### src/sdd_defines.svh
// Constants for the four-digit segment display driver
`ifndef SDD_DEFINES_SVH
`define SDD_DEFINES_SVH

// ============================================================
// Clock and timing
// ============================================================
// Master clock rate in hertz
`define SDD_MCLK_HZ 100000000
// Free-running oscillator rate in hertz
`define SDD_OSC_HZ 19000
// Master clocks per oscillator tick, rounded down
`define SDD_OSC_CYCLES (`SDD_MCLK_HZ / `SDD_OSC_HZ)
// Shortest low time that disables the backplane, in ns
`define SDD_DIS_FILTER_NS 1000
// Disable filter length in master clocks, rounded up
`define SDD_DIS_CYCLES ((`SDD_DIS_FILTER_NS * (`SDD_MCLK_HZ / 1000000) + 999) / 1000)

// ============================================================
// Divider and fields
// ============================================================
// Oscillator ticks per backplane period
`define SDD_BP_DIVIDE 128
// Width of the backplane divider
`define SDD_BP_DIV_W 7
// Bit of the divider that forms the backplane
`define SDD_BP_BIT 6
// Segments per digit
`define SDD_SEG_W 7
// Number of digits
`define SDD_DIGITS 4

// ============================================================
// Reset values
// ============================================================
// Digit latches reset dark
`define SDD_DIGIT_RST 7'h00
// Segment pins reset low
`define SDD_SEG_RST 28'h0000000

`endif

### src/sdd_unused_none.sv
// Holds no logic; the driver file carries the driver module
`timescale 1ns/1ns

### src/sdd_pkg.sv
// Types shared by the segment display driver
package sdd_pkg;
  // One digit's segment pattern, bit 0 is segment a, bit 6 is g
  typedef logic [6:0] sdd_seg_t;
  // Input holding latch for the processor port
  typedef struct packed {
    logic [1:0] addr;   // Digit address, high bit first
    logic [3:0] nibble; // Held data nibble
  } sdd_hold_t;
  // Processor port capture state
  typedef enum logic [0:0] {
    SDD_IDLE = 1'b0,    // Chip selects not both low
    SDD_HOLD = 1'b1     // Holding latches loading
  } sdd_cap_state_t;
endpackage

### src/sdd_display_driver.sv
// Four-digit seven-segment display decoder and LCD driver
// Summary of operation
// - Data nibble is true binary, bit three MSB
// - Digit select stores decoded data into digit
// - Address 00 most significant, 11 least digit
// - Both chip selects low load holding latches
// - Either chip select rising writes addressed digit
// - Twenty-eight segment outputs plus one backplane
// - Backplane is oscillator divided by 128
// - Oscillator near 19 kHz, backplane near 150 Hz
// - Pin held low disables backplane, follows input
// - Low pulses under one microsecond are ignored
// - Decode hexadecimal or code B patterns
`timescale 1ns/1ns
`include "sdd_defines.svh"

module sdd_display_driver
  import sdd_pkg::*;
#(
  parameter int OSC_CYCLES = `SDD_OSC_CYCLES
) (
  input wire logic i_mclk,
  input wire logic i_reset_n,
  input wire logic i_proc_mode,
  input wire logic i_code_b,
  input wire logic i_nibble_bit_ones,
  input wire logic i_nibble_bit_twos,
  input wire logic i_nibble_bit_fours,
  input wire logic i_nibble_bit_eights,
  input wire logic i_digit_one_select,
  input wire logic i_digit_two_select,
  input wire logic i_digit_three_select,
  input wire logic i_digit_four_select,
  input wire logic i_chip_sel_first_n,
  input wire logic i_chip_sel_second_n,
  input wire logic i_timebase_pin,
  input wire logic i_common_plane,
  output logic o_common_plane,
  output logic o_common_plane_oe,
  output logic [27:0] o_segments
);

  // ============================================================
  // Decoding
  // ============================================================
  // Map a nibble onto segments g..a, hex or code B set
  function automatic sdd_seg_t seg_decode(input logic [3:0] n, input logic code_b);
    sdd_seg_t s;
    s = 7'h00;
    case (n)
      4'h0: s = 7'h3f;
      4'h1: s = 7'h06;
      4'h2: s = 7'h5b;
      4'h3: s = 7'h4f;
      4'h4: s = 7'h66;
      4'h5: s = 7'h6d;
      4'h6: s = 7'h7d;
      4'h7: s = 7'h07;
      4'h8: s = 7'h7f;
      4'h9: s = 7'h6f;
      4'ha: s = code_b ? 7'h40 : 7'h77;
      4'hb: s = code_b ? 7'h79 : 7'h7c;
      4'hc: s = code_b ? 7'h76 : 7'h39;
      4'hd: s = code_b ? 7'h38 : 7'h5e;
      4'he: s = code_b ? 7'h73 : 7'h79;
      default: s = code_b ? 7'h00 : 7'h71;
    endcase
    return s;
  endfunction

  // Digit index from the processor address, 00 names the top digit
  function automatic logic [1:0] addr_to_index(input logic [1:0] a);
    return ~a;
  endfunction

  // ============================================================
  // Input gathering
  // ============================================================
  logic [3:0] nibble;       // Present data nibble
  logic [3:0] digit_sel;    // Multiplexed selects, one lowest
  logic cs_both_low;        // Both chip selects active

  assign nibble = {i_nibble_bit_eights, i_nibble_bit_fours,
                   i_nibble_bit_twos, i_nibble_bit_ones};
  assign digit_sel = {i_digit_four_select, i_digit_three_select,
                      i_digit_two_select, i_digit_one_select};
  assign cs_both_low = !i_chip_sel_first_n && !i_chip_sel_second_n;

  // ============================================================
  // Processor port capture
  // ============================================================
  sdd_cap_state_t cap_state;  // Capture state
  sdd_hold_t hold;            // Holding latches
  logic proc_fire;            // Write strobe for the held value

  assign proc_fire = i_proc_mode && (cap_state == SDD_HOLD) && !cs_both_low;

  // Capture state tracks the chip select pair
  always_ff @(posedge i_mclk or negedge i_reset_n) begin
    if (!i_reset_n) begin
      cap_state <= SDD_IDLE;
    end else begin
      case (cap_state)
        SDD_IDLE: begin
          // Both selects low opens the latches
          if (i_proc_mode && cs_both_low) begin
            cap_state <= SDD_HOLD;
          end
        end
        SDD_HOLD: begin
          // Either select rising closes them
          if (!cs_both_low || !i_proc_mode) begin
            cap_state <= SDD_IDLE;
          end
        end
        default: cap_state <= SDD_IDLE;
      endcase
    end
  end

  always_ff @(posedge i_mclk or negedge i_reset_n) begin
    if (!i_reset_n) begin
      hold <= '0;
    end else if (i_proc_mode && cs_both_low) begin
      hold <= '{addr: {i_chip_sel_first_n ? 1'b0 : i_digit_two_select,
                       i_digit_one_select}, nibble: nibble};
    end
  end

  // ============================================================
  // Digit output latches
  // ============================================================
  sdd_seg_t digit_q [4];      // Stored pattern per digit
  logic [3:0] digit_wr;       // Write strobe per digit
  sdd_seg_t proc_pat;         // Decoded held nibble
  sdd_seg_t mux_pat;          // Decoded present nibble

  assign proc_pat = seg_decode(hold.nibble, i_code_b);
  assign mux_pat = seg_decode(nibble, i_code_b);

  // Write strobes for either input configuration
  always_comb begin
    digit_wr = 4'h0;
    if (i_proc_mode) begin
      if (proc_fire) begin
        digit_wr[addr_to_index(hold.addr)] = 1'b1;
      end
    end else begin
      digit_wr = digit_sel;
    end
  end

  // Latch each digit on its strobe
  always_ff @(posedge i_mclk or negedge i_reset_n) begin
    if (!i_reset_n) begin
      for (int i = 0; i < `SDD_DIGITS; i++) begin
        digit_q[i] <= `SDD_DIGIT_RST;
      end
    end else begin
      for (int i = 0; i < `SDD_DIGITS; i++) begin
        if (digit_wr[i]) begin
          digit_q[i] <= i_proc_mode ? proc_pat : mux_pat;
        end
      end
    end
  end

  // ============================================================
  // Oscillator and backplane divider
  // ============================================================
  logic [12:0] osc_cnt;                // Master clocks within a tick
  logic osc_tick;                      // One oscillator period done
  logic [`SDD_BP_DIV_W-1:0] bp_div;    // Divide by 128 chain
  logic bp_int;                        // Internal backplane phase

  assign osc_tick = (osc_cnt == 13'(OSC_CYCLES - 1));
  assign bp_int = bp_div[`SDD_BP_BIT];

  // Oscillator period counter
  always_ff @(posedge i_mclk or negedge i_reset_n) begin
    if (!i_reset_n) begin
      osc_cnt <= 13'h0000;
    end else if (osc_tick) begin
      osc_cnt <= 13'h0000;
    end else begin
      osc_cnt <= osc_cnt + 13'h0001;
    end
  end

  always_ff @(posedge i_mclk or negedge i_reset_n) begin
    if (!i_reset_n) begin
      bp_div <= 7'h00;
    end else if (osc_tick) begin
      bp_div <= bp_div + 7'h01;
    end
  end

  // ============================================================
  // Backplane disable detector
  // ============================================================
  logic [6:0] low_cnt;   // Consecutive low cycles on the pin
  logic slave;           // Backplane driver disabled

  always_ff @(posedge i_mclk or negedge i_reset_n) begin
    if (!i_reset_n) begin
      low_cnt <= 7'h00;
    end else if (i_timebase_pin) begin
      low_cnt <= 7'h00;
    end else if (low_cnt != 7'(`SDD_DIS_CYCLES)) begin
      low_cnt <= low_cnt + 7'h01;
    end
  end

  assign slave = (low_cnt == 7'(`SDD_DIS_CYCLES));

  // ============================================================
  // Output drivers
  // ============================================================
  logic phase;           // Phase the segments follow
  logic [27:0] lit;      // All lit segments, digit one lowest

  assign phase = slave ? i_common_plane : bp_int;
  assign lit = {digit_q[3], digit_q[2], digit_q[1], digit_q[0]};

  always_ff @(posedge i_mclk or negedge i_reset_n) begin
    if (!i_reset_n) begin
      o_common_plane <= 1'b0;
      o_common_plane_oe <= 1'b0;
    end else begin
      o_common_plane <= bp_int;
      o_common_plane_oe <= !slave;
    end
  end

  always_ff @(posedge i_mclk or negedge i_reset_n) begin
    if (!i_reset_n) begin
      o_segments <= `SDD_SEG_RST;
    end else begin
      o_segments <= lit ^ {28{phase}};
    end
  end
endmodule

### config.mk
export PLATFORM = sky130hd
export DESIGN_NAME = sdd_display_driver
export DESIGN_NICKNAME = d
export VERILOG_FILES = /design/src/sdd_unused_none.sv /design/src/sdd_pkg.sv /design/src/sdd_display_driver.sv
export VERILOG_INCLUDE_DIRS = /design/src
export SDC_FILE = /design/constraint.sdc
export NUM_CORES = 1
export LEC_CHECK = 0
export ABC_CLOCK_PERIOD_IN_PS = 5500
export BUFFER_PORTS_ARGS = -buffer_cell sky130_fd_sc_hd__buf_2
export CAP_MARGIN = 20
export CORE_ASPECT_RATIO = 1.75
export CORE_MARGIN = 5
export CORE_UTILIZATION = 50
export CTS_CLUSTER_DIAMETER = 120
export DETAILED_ROUTE_END_ITERATION = 6
export PLACE_DENSITY = 0.69
export SYNTH_ARGS = -nofsm -noshare
export SYNTH_HDL_FRONTEND = slang
export SYNTH_SLANG_ARGS = --single-unit
### constraint.sdc
create_clock -name i_mclk -period 5.5 [get_ports i_mclk]
set_clock_uncertainty 0.1 [all_clocks]
set_input_delay 0.55 -clock i_mclk [delete_from_list [all_inputs] [get_ports i_mclk]]
set_output_delay 0.55 -clock i_mclk [all_outputs]
set_load 0.02 [all_outputs]
# Word-level counts from Yosys, hierarchy flattened
# Index checks and enable logic that the tools add are counted.
# totals
regBits	92
in_bits	16
out_inout_bits	30
word_cells	87
# op_classes
addsub	3
n_lt_le_gt_ge	2
n_eq_ne	31
mux	21
n_bitwise	3
reduce_logical	14
# op_table
operator	count
$pmux 7 s15	2
$eq 4x4->1 const B	14
$mux 7	6
$eq 4x3->1 const B	8
$xor 28x28->28	1
$eq 4x2->1 const B	4
$add 7x1->7 const B	2
$add 13x1->13 const B	1
$eq 13x13->1 const B	1
$mux 13	1
$mux 4	3
$eq 4x1->1 const B	2
$logic_not 4->1	2
$eq 7x7->1 const B	1
$ne 7x7->1 const B	1
$mux 6	1
$logic_and 1x1->1	5
$logic_not 1->1	5
$mux 1	5
$lt 2x3->1 const B	1
$mux 3	1
$demux 1 s2	1
$ge 2x1->1 const B	1
$not 2->2	1
other kinds (4)	4

# Logic depth before layout (Yosys ltp)
# Gate-level depths: netlist of the first run.
# logic_depth
ltp_word	7
mapped_depth	8
ltp_nobuf	6

# Least setup slack after synthesis of the first run
# No wires, ideal clock.
# synth_path
kind	register -> register
start	register low_cnt[0]
end	register o_segments[10]
arrival_ns	1.799
t_required_ns	5.320
setup_slack_ns	3.521
path_stages_with_launch	9
n_path_buf	2
period_less_slack_ns	1.979
path_cell_list	dfrtp_1 inv_1 ha_1 nand2_1 nor4_4 mux2i_1 buf_2 buf_4 xnor2_1
# synth_between
elab_chain_len	3
# synth_lines
item	line_no	source
from (decl)	sdd_display_driver.sv:201	logic [6:0] low_cnt;
from (signal assigned)	sdd_display_driver.sv:210	low_cnt <= low_cnt + 7'h01;
$eq 7x7->1	sdd_display_driver.sv:214	assign slave = (low_cnt == 7'(`SDD_DIS_CYCLES));
$mux 1	sdd_display_driver.sv:222	assign phase = slave ? i_common_plane : bp_int;
$xor 28x28->28	sdd_display_driver.sv:239	o_segments <= lit ^ {28{phase}};
to (signal assigned)	sdd_display_driver.sv:237	o_segments <= `SDD_SEG_RST;
to (signal assigned)	sdd_display_driver.sv:239	
to (decl)	sdd_display_driver.sv:40	output logic [27:0] o_segments
# No other way between the ends.
# A chain may end at the register's enable or synchronous reset.

# Final worst setup path of the first run
# layout_path
start	register low_cnt[0]
end	register o_segments[26]
# The elaborated chain is that of the path after synthesis.

==> results_dict.tcl, run 1 <==
set metrics [dict create \
    hold_violations 0 \
    drt_pre_antenna_iters 4 \
    synth_top_area_frac 0.518 \
    overflow 0 \
    tns_ps 0 \
    period_share 0.443 \
    antenna_found_initial 0 \
    register_area_mm2 0.00230 \
    p_sw_frac 0.279 \
    clockBufferDepth 2 \
    synth.area.top_cells "dfrtp_1 (52%), xnor2_1 (7.5%), mux2_2 (4.1%)" \
    synth_area_mm2 0.00445 \
    cap_violations 0 \
    path_delay_family "multiplexers" \
    layout_setup_ws_ps 3070 \
    rsz0062_at_grt "no" \
    dieWidth_um 81.3 \
    slew_headroom 0.482 \
    grt_pass1_vias 3060 \
    worstPathArrival_ps 2590 \
    grt_pass1_wl_um 15500 \
    instances_no_fill 559 \
    routed_wl_um 9260 \
    num_rows 45 \
    synth_top_cell_by_area "dfrtp_1" \
    synth-async-reset-ratio 1.00 \
    grt_max_degree 59 \
    dieHeight_um 135 \
    cp_slowest_cell "mux2i_4" \
    setup_violations 0 \
    cp-end-kind "flop" \
    die_area_mm2 0.0110 \
    gp_congestion 0.809 \
    fin_crit_ps 2430 \
    fill_cells 752 \
    crit_buf_inv 2 \
    postSynthAreaPerCell_um2 11.1 \
    antenna_left 0 \
    ys_types 64 \
    cp_max_fo 17 \
    max_stage_delay_ps 650 \
    run_status "finished, final reports clean" \
    clockPowerShare 0.361 \
    num_vias 3120 \
    port-buffer-count 45 \
    drt_iter0_markers 163 \
    vias_per_cell 5.58 \
    final_nets 458 \
    cts_tree "built" \
    synth_nets 422 \
    yosys_warnings 0 \
    synth-seq-area-share 0.518 \
    clk_latency_ps 340 \
    clock-root-buffer "clkbuf_16" \
    leakage_nw 2.18 \
    synth_flop_cell "dfrtp_1" \
    post_cts_resize_count 0 \
    ys_ff_latch 92 \
    cts_made_buffers 9 \
    h-tree-depth 3 \
    cts_hold_buf 0 \
    drive_gt1_frac 0.213 \
    path_cells "inv_1 -> ha_1 -> nand2_1 -> nor4_4 -> mux2i_4 -> buf_16 -> xnor2_1" \
    pin_count 46 \
    pwr-share-seq 0.457 \
    start_util 0.513 \
    fmax_ghz 0.411 \
    drc 0 \
    min-delay-path-class "in -> async" \
    maxSlewViolCount 0 \
    yosys-top-cells-count "dfrtp_1 (92), xnor2_1 (38), nor2_1 (33), nand2_1 (26), a21oi_1 (17)" \
    r2r_setup_slack_ps 3070 \
    multiInputGateArea_mm2 0.00199 \
    synthCells 401 \
    core_mm2 0.00867 \
    placed_cells 543 \
    design_power_total_mw 1.89 \
    synth_edf_count 0 \
    worst_pin_slew_ps 774 \
    grt_usage 0.185 \
    power.density_mw_per_mm2 371 \
    crit_required_ps 5650 \
    critPathKind "reg -> reg" \
    diodes 0 \
    clkSlewWorstSetupHoldPaths_ps 60 \
    cp-start-kind "flop" \
    dp_hpwl_um 6520 \
    internal-power_mw 1.36 \
    ir_drop_mv 0.177 \
    synthToLayoutAreaGrowth_pct 14.7 \
    power_switching_mw 0.528 \
    synth.most_common_cell "dfrtp_1" \
    dp_slack_ps 3080 \
    clock-sinks 92 \
    wl_per_cell_um 16.6 \
    cts_setup_buffers 0 \
    comb_power_share 0.182 \
]
[state kept, by name, summed over array words and instances, names as in the netlist]
name               count
bp_div                 7
cap_state              1
digit_q               28
hold                   6
low_cnt                7
o_common_plane         1
o_common_plane_oe      1
o_segments            28
osc_cnt               13
[metal layers]
layer,routed length [um],track usage,up-vias
met4,150,0.0789,0
met5,0,0,-
li1,-,-,1501
met1,3710,0.222,1549
met2,5110,0.323,61
met3,292,0.0234,9
[cells by family (layout without fill, tap and decap cells)]
family | count (synthesis) | count (layout) | share of synthesized area
adder cells (fa/ha/maj) | 5 | 5 | 0.0141
AO/OA/AOI/OAI | 81 | 81 | 0.135
flip-flops | 92 | 92 | 0.518
XOR/XNOR | 47 | 47 | 0.0943
multiplexers | 20 | 20 | 0.0495
buffers and inverters | 37 | 78 | 0.0374
AND/OR/NAND/NOR | 119 | 119 | 0.152
[cell usage in the layout (no fill, tap or decap), types with 4 or more instances in the layout]
| cell type | n |
|---|---|
| dfrtp_1 | 92 |
| buf_2 | 44 |
| xnor2_1 | 38 |
| nor2_1 | 33 |
| nand2_1 | 26 |
| a21oi_1 | 17 |
| mux2_2 | 16 |
| inv_1 | 13 |
| o21ai_0 | 13 |
| clkbuf_16 | 9 |
| xor2_1 | 8 |
| and3_1 | 7 |
| nand3_1 | 7 |
| nand4_1 | 6 |
| nand2b_1 | 6 |
| nor2b_1 | 6 |
| a31oi_1 | 6 |
| o211ai_1 | 5 |
| a41oi_1 | 5 |
| ha_1 | 5 |
| nand4b_1 | 4 |
| o31ai_1 | 4 |
| or3_1 | 4 |
[power by group through the flow]
stage | logic (mW) | clock network [mW] | registers (mW)
floorplan | 0.197 | 0 | 0.908
finish | 0.345 | 0.683 | 0.865
global placement | 0.338 | 0 | 0.876
CTS | 0.351 | 0.692 | 0.865
global route | 0.379 | 0.721 | 0.880
detailed placement | 0.348 | 0 | 0.877
[layout make-up]
cell class | instances | area share
flip-flops and latches | 92 | 0.452
multi-input cells | 272 | 0.390
repair buffers | 48 | 0.0530
clock buffers | 12 | 0.0523
well taps | 117 | 0.0287
clock inverters | 4 | 0.0137
inverters | 14 | 0.0103
[worst register-to-register path, stage by stage (launching register included)]
cell and delay, ps:
dfrtp_1 420, inv_1 120, ha_1 160, nand2_1 80, nor4_4 430, mux2i_4 660, buf_16 240, xnor2_1 150
[metrics by stage]
stage	instance area (um2)	util	hold slack (ps)
floorplan	4450	-	154
global placement	4730	0.546	351
detailed placement	4760	0.549	358
CTS	5100	0.588	67.9
global route	5100	0.588	94.3
finish	5100	0.588	55.4
[path summary, 6_finish.rpt]
kind / to / start / cells past startpoint
min in group i_mclk: o_segments[6]$_DFF_PN0_ / digit_q[27]$_DFFE_PN0P_ / 1
min reg2reg: o_segments[6]$_DFF_PN0_ / digit_q[27]$_DFFE_PN0P_ / 1
max: o_segments[26]$_DFF_PN0_ / low_cnt[0]$_DFFE_PN0P_ / 7
max in group asynchronous: digit_q[14]$_DFFE_PN0P_ / i_reset_n / 2
max reg2reg: o_segments[26]$_DFF_PN0_ / low_cnt[0]$_DFFE_PN0P_ / 7
min: osc_cnt[8]$_DFF_PN0_ / i_reset_n / 1
Note: power is estimated with default switching activity, not from simulation.
==> run 2: changes to the inputs <==
ABC_CLOCK_PERIOD_IN_PS = 2150   (was 5500)
PLACE_DENSITY = 0.72   (was 0.69)
clock period = 2.15 ns   (was 5.5 ns; I/O delays follow)
==> results_dict.tcl, run 2 (synthesis gave the netlist of run 1 again) <==
set metrics [dict create \
    grt_max_degree 38 \
    dieHeight_um 135 \
    rsz0062_at_grt "no" \
    port-buffer-count 45 \
    grt_pass1_vias 3254 \
    post_cts_resize_count 0 \
    diodes 0 \
    num_rows 45 \
    drive_gt1_frac 0.241 \
    cp-start-kind "flop" \
    power.density_mw_per_mm2 927 \
    hp-start "i_timebase_pin" \
    pin_count 46 \
    antenna_found_initial 0 \
    period_share 0.950 \
    register_area_mm2 0.00230 \
    synthToLayoutAreaGrowth_pct 17.6 \
    run_status "finished, final reports clean" \
    reg2reg_to "bp_div[4]$_DFFE_PN0N_" \
    r2r_setup_slack_ps 110 \
    worst_pin_slew_ps 495 \
    fmax_ghz 0.490 \
    min-delay-path-class "in -> reg" \
    overflow 0 \
    final_common_cell "dfrtp_1" \
    slew_headroom 0.666 \
    gp_congestion 0.844 \
    cp_slowest_cell "or4b_4" \
    worstPathArrival_ps 2170 \
    hold_depth 2 \
    final_cell_mix "dfrtp_1 (92), buf_2 (44), xnor2_1 (38)" \
    cap_violations 0 \
    clk_latency_ps 340 \
    vias_per_cell 5.56 \
    multiInputGateArea_mm2 0.00199 \
    ir_drop_mv 0.502 \
    layout_setup_ws_ps 107 \
    fill_cells 745 \
    cp-end-kind "flop" \
    clockBufferDepth 2 \
    core_mm2 0.00867 \
    hold_violations 0 \
    start_util 0.513 \
    final_nets 476 \
    rr_startpoint "osc_cnt[8]$_DFF_PN0_" \
    h-tree-depth 3 \
    cts_made_buffers 9 \
    clock-root-buffer "clkbuf_16" \
    top_regs "digit_q x28, o_segments x28, osc_cnt x13" \
    cts_tree "built" \
    drc 0 \
    drt_pre_antenna_iters 4 \
    tns_ps 0 \
    dieWidth_um 81.3 \
    num_vias 3207 \
    min_to "low_cnt[3]$_DFFE_PN0P_" \
    dp_slack_ps 135 \
    grt_pass1_wl_um 15800 \
    path_cells "or4b_4 -> nor3_4 -> buf_4 -> nand4_4 -> xnor2_2" \
    wl_per_cell_um 16.6 \
    reg2reg_depth 5 \
    cp_max_fo 8 \
    fin_crit_ps 2040 \
    clock-sinks 92 \
    crit_required_ps 2280 \
    grt_usage 0.189 \
    setup_violations 0 \
    critPathKind "reg -> reg" \
    max_stage_delay_ps 570 \
    clkSlewWorstSetupHoldPaths_ps 60 \
    hold_slack_ps 16.7 \
    maxSlewViolCount 0 \
    antenna_left 0 \
    drt_iter0_markers 122 \
    die_area_mm2 0.0110 \
    routed_wl_um 9560 \
    dp_hpwl_um 7050 \
    leakage_nw 2.25 \
]
-- run 2: cell count changes in the layout (fill, tap and decap cells not counted), moves of 2 or more --
cell / before / now
buf_12: 0 / 2
buf_4: 3 / 19
clkbuf_8: 3 / 0
inv_6: 0 / 2
-- run 2: metal layers --
layer / wire length (um) / global-route usage / vias to the layer above
li1: - / - / 1531
met1: 3650 / 0.208 / 1588
met5: 0 / 0 / -
met3: 269 / 0.0374 / 16
met4: 257 / 0.0846 / 0
met2: 5380 / 0.338 / 72
-- run 2: worst max-delay path, delay by kind of cell, from the launching register on --
family | cells | cell delay (ps)
and+or+nand+nor | 3 | 1040
buffers and inverters | 1 | 220
xor gates and xnor gates | 1 | 140
DFF | 1 | 430
-- run 2: worst max-delay path by stage --
stage,startpoint,to,slack (ps),cells after the start
6_report,osc_cnt[8]$_DFF_PN0_,bp_div[4]$_DFFE_PN0N_,110,5
2_1_floorplan,low_cnt[0]$_DFFE_PN0P_,o_segments[10]$_DFF_PN0_,170,8
3_3_place_gp,osc_cnt[8]$_DFF_PN0_,bp_div[4]$_DFFE_PN0N_,220,5
4_1_cts,osc_cnt[8]$_DFF_PN0_,bp_div[4]$_DFFE_PN0N_,120,5
5_1_grt,osc_cnt[8]$_DFF_PN0_,bp_div[4]$_DFFE_PN0N_,50,5
3_5_place_dp,osc_cnt[8]$_DFF_PN0_,bp_div[4]$_DFFE_PN0N_,130,5
-- run 2: layout make-up --
type | count | share of cell area
Sequential cell | 92 | 0.440
Clock buffer | 9 | 0.0431
Tap cell | 117 | 0.0280
Timing Repair Buffer | 66 | 0.0790
Inverter | 14 | 0.0101
Clock inverter | 7 | 0.0189
Multi-Input combinational cell | 272 | 0.381
-- run 2: through the flow --
step                 util  std cells  instance area, um2  power [mW]
CTS                 0.603        577                5230        4.89
detailed placement  0.565        560                4890        3.19
global route        0.603        577                5230        5.07
finish              0.603        577                5230        4.85
global placement    0.565        560                4890        3.16
floorplan               -        401                4450        2.83
-- run 2: repair_timing --
action                    in CTS  in global routing
hold buffers                   1                  0
hold endpoints to repair      34                  0
buffers inserted               0                  0
-- run 2: where the power goes --
group | total (mW) | switching (mW) | leakage, nW | internal [mW]
clock network | 1.69 | 0.665 | 0.156 | 1.03
logic | 0.968 | 0.549 | 1.00 | 0.419
registers | 2.19 | 0.185 | 1.10 | 2.01
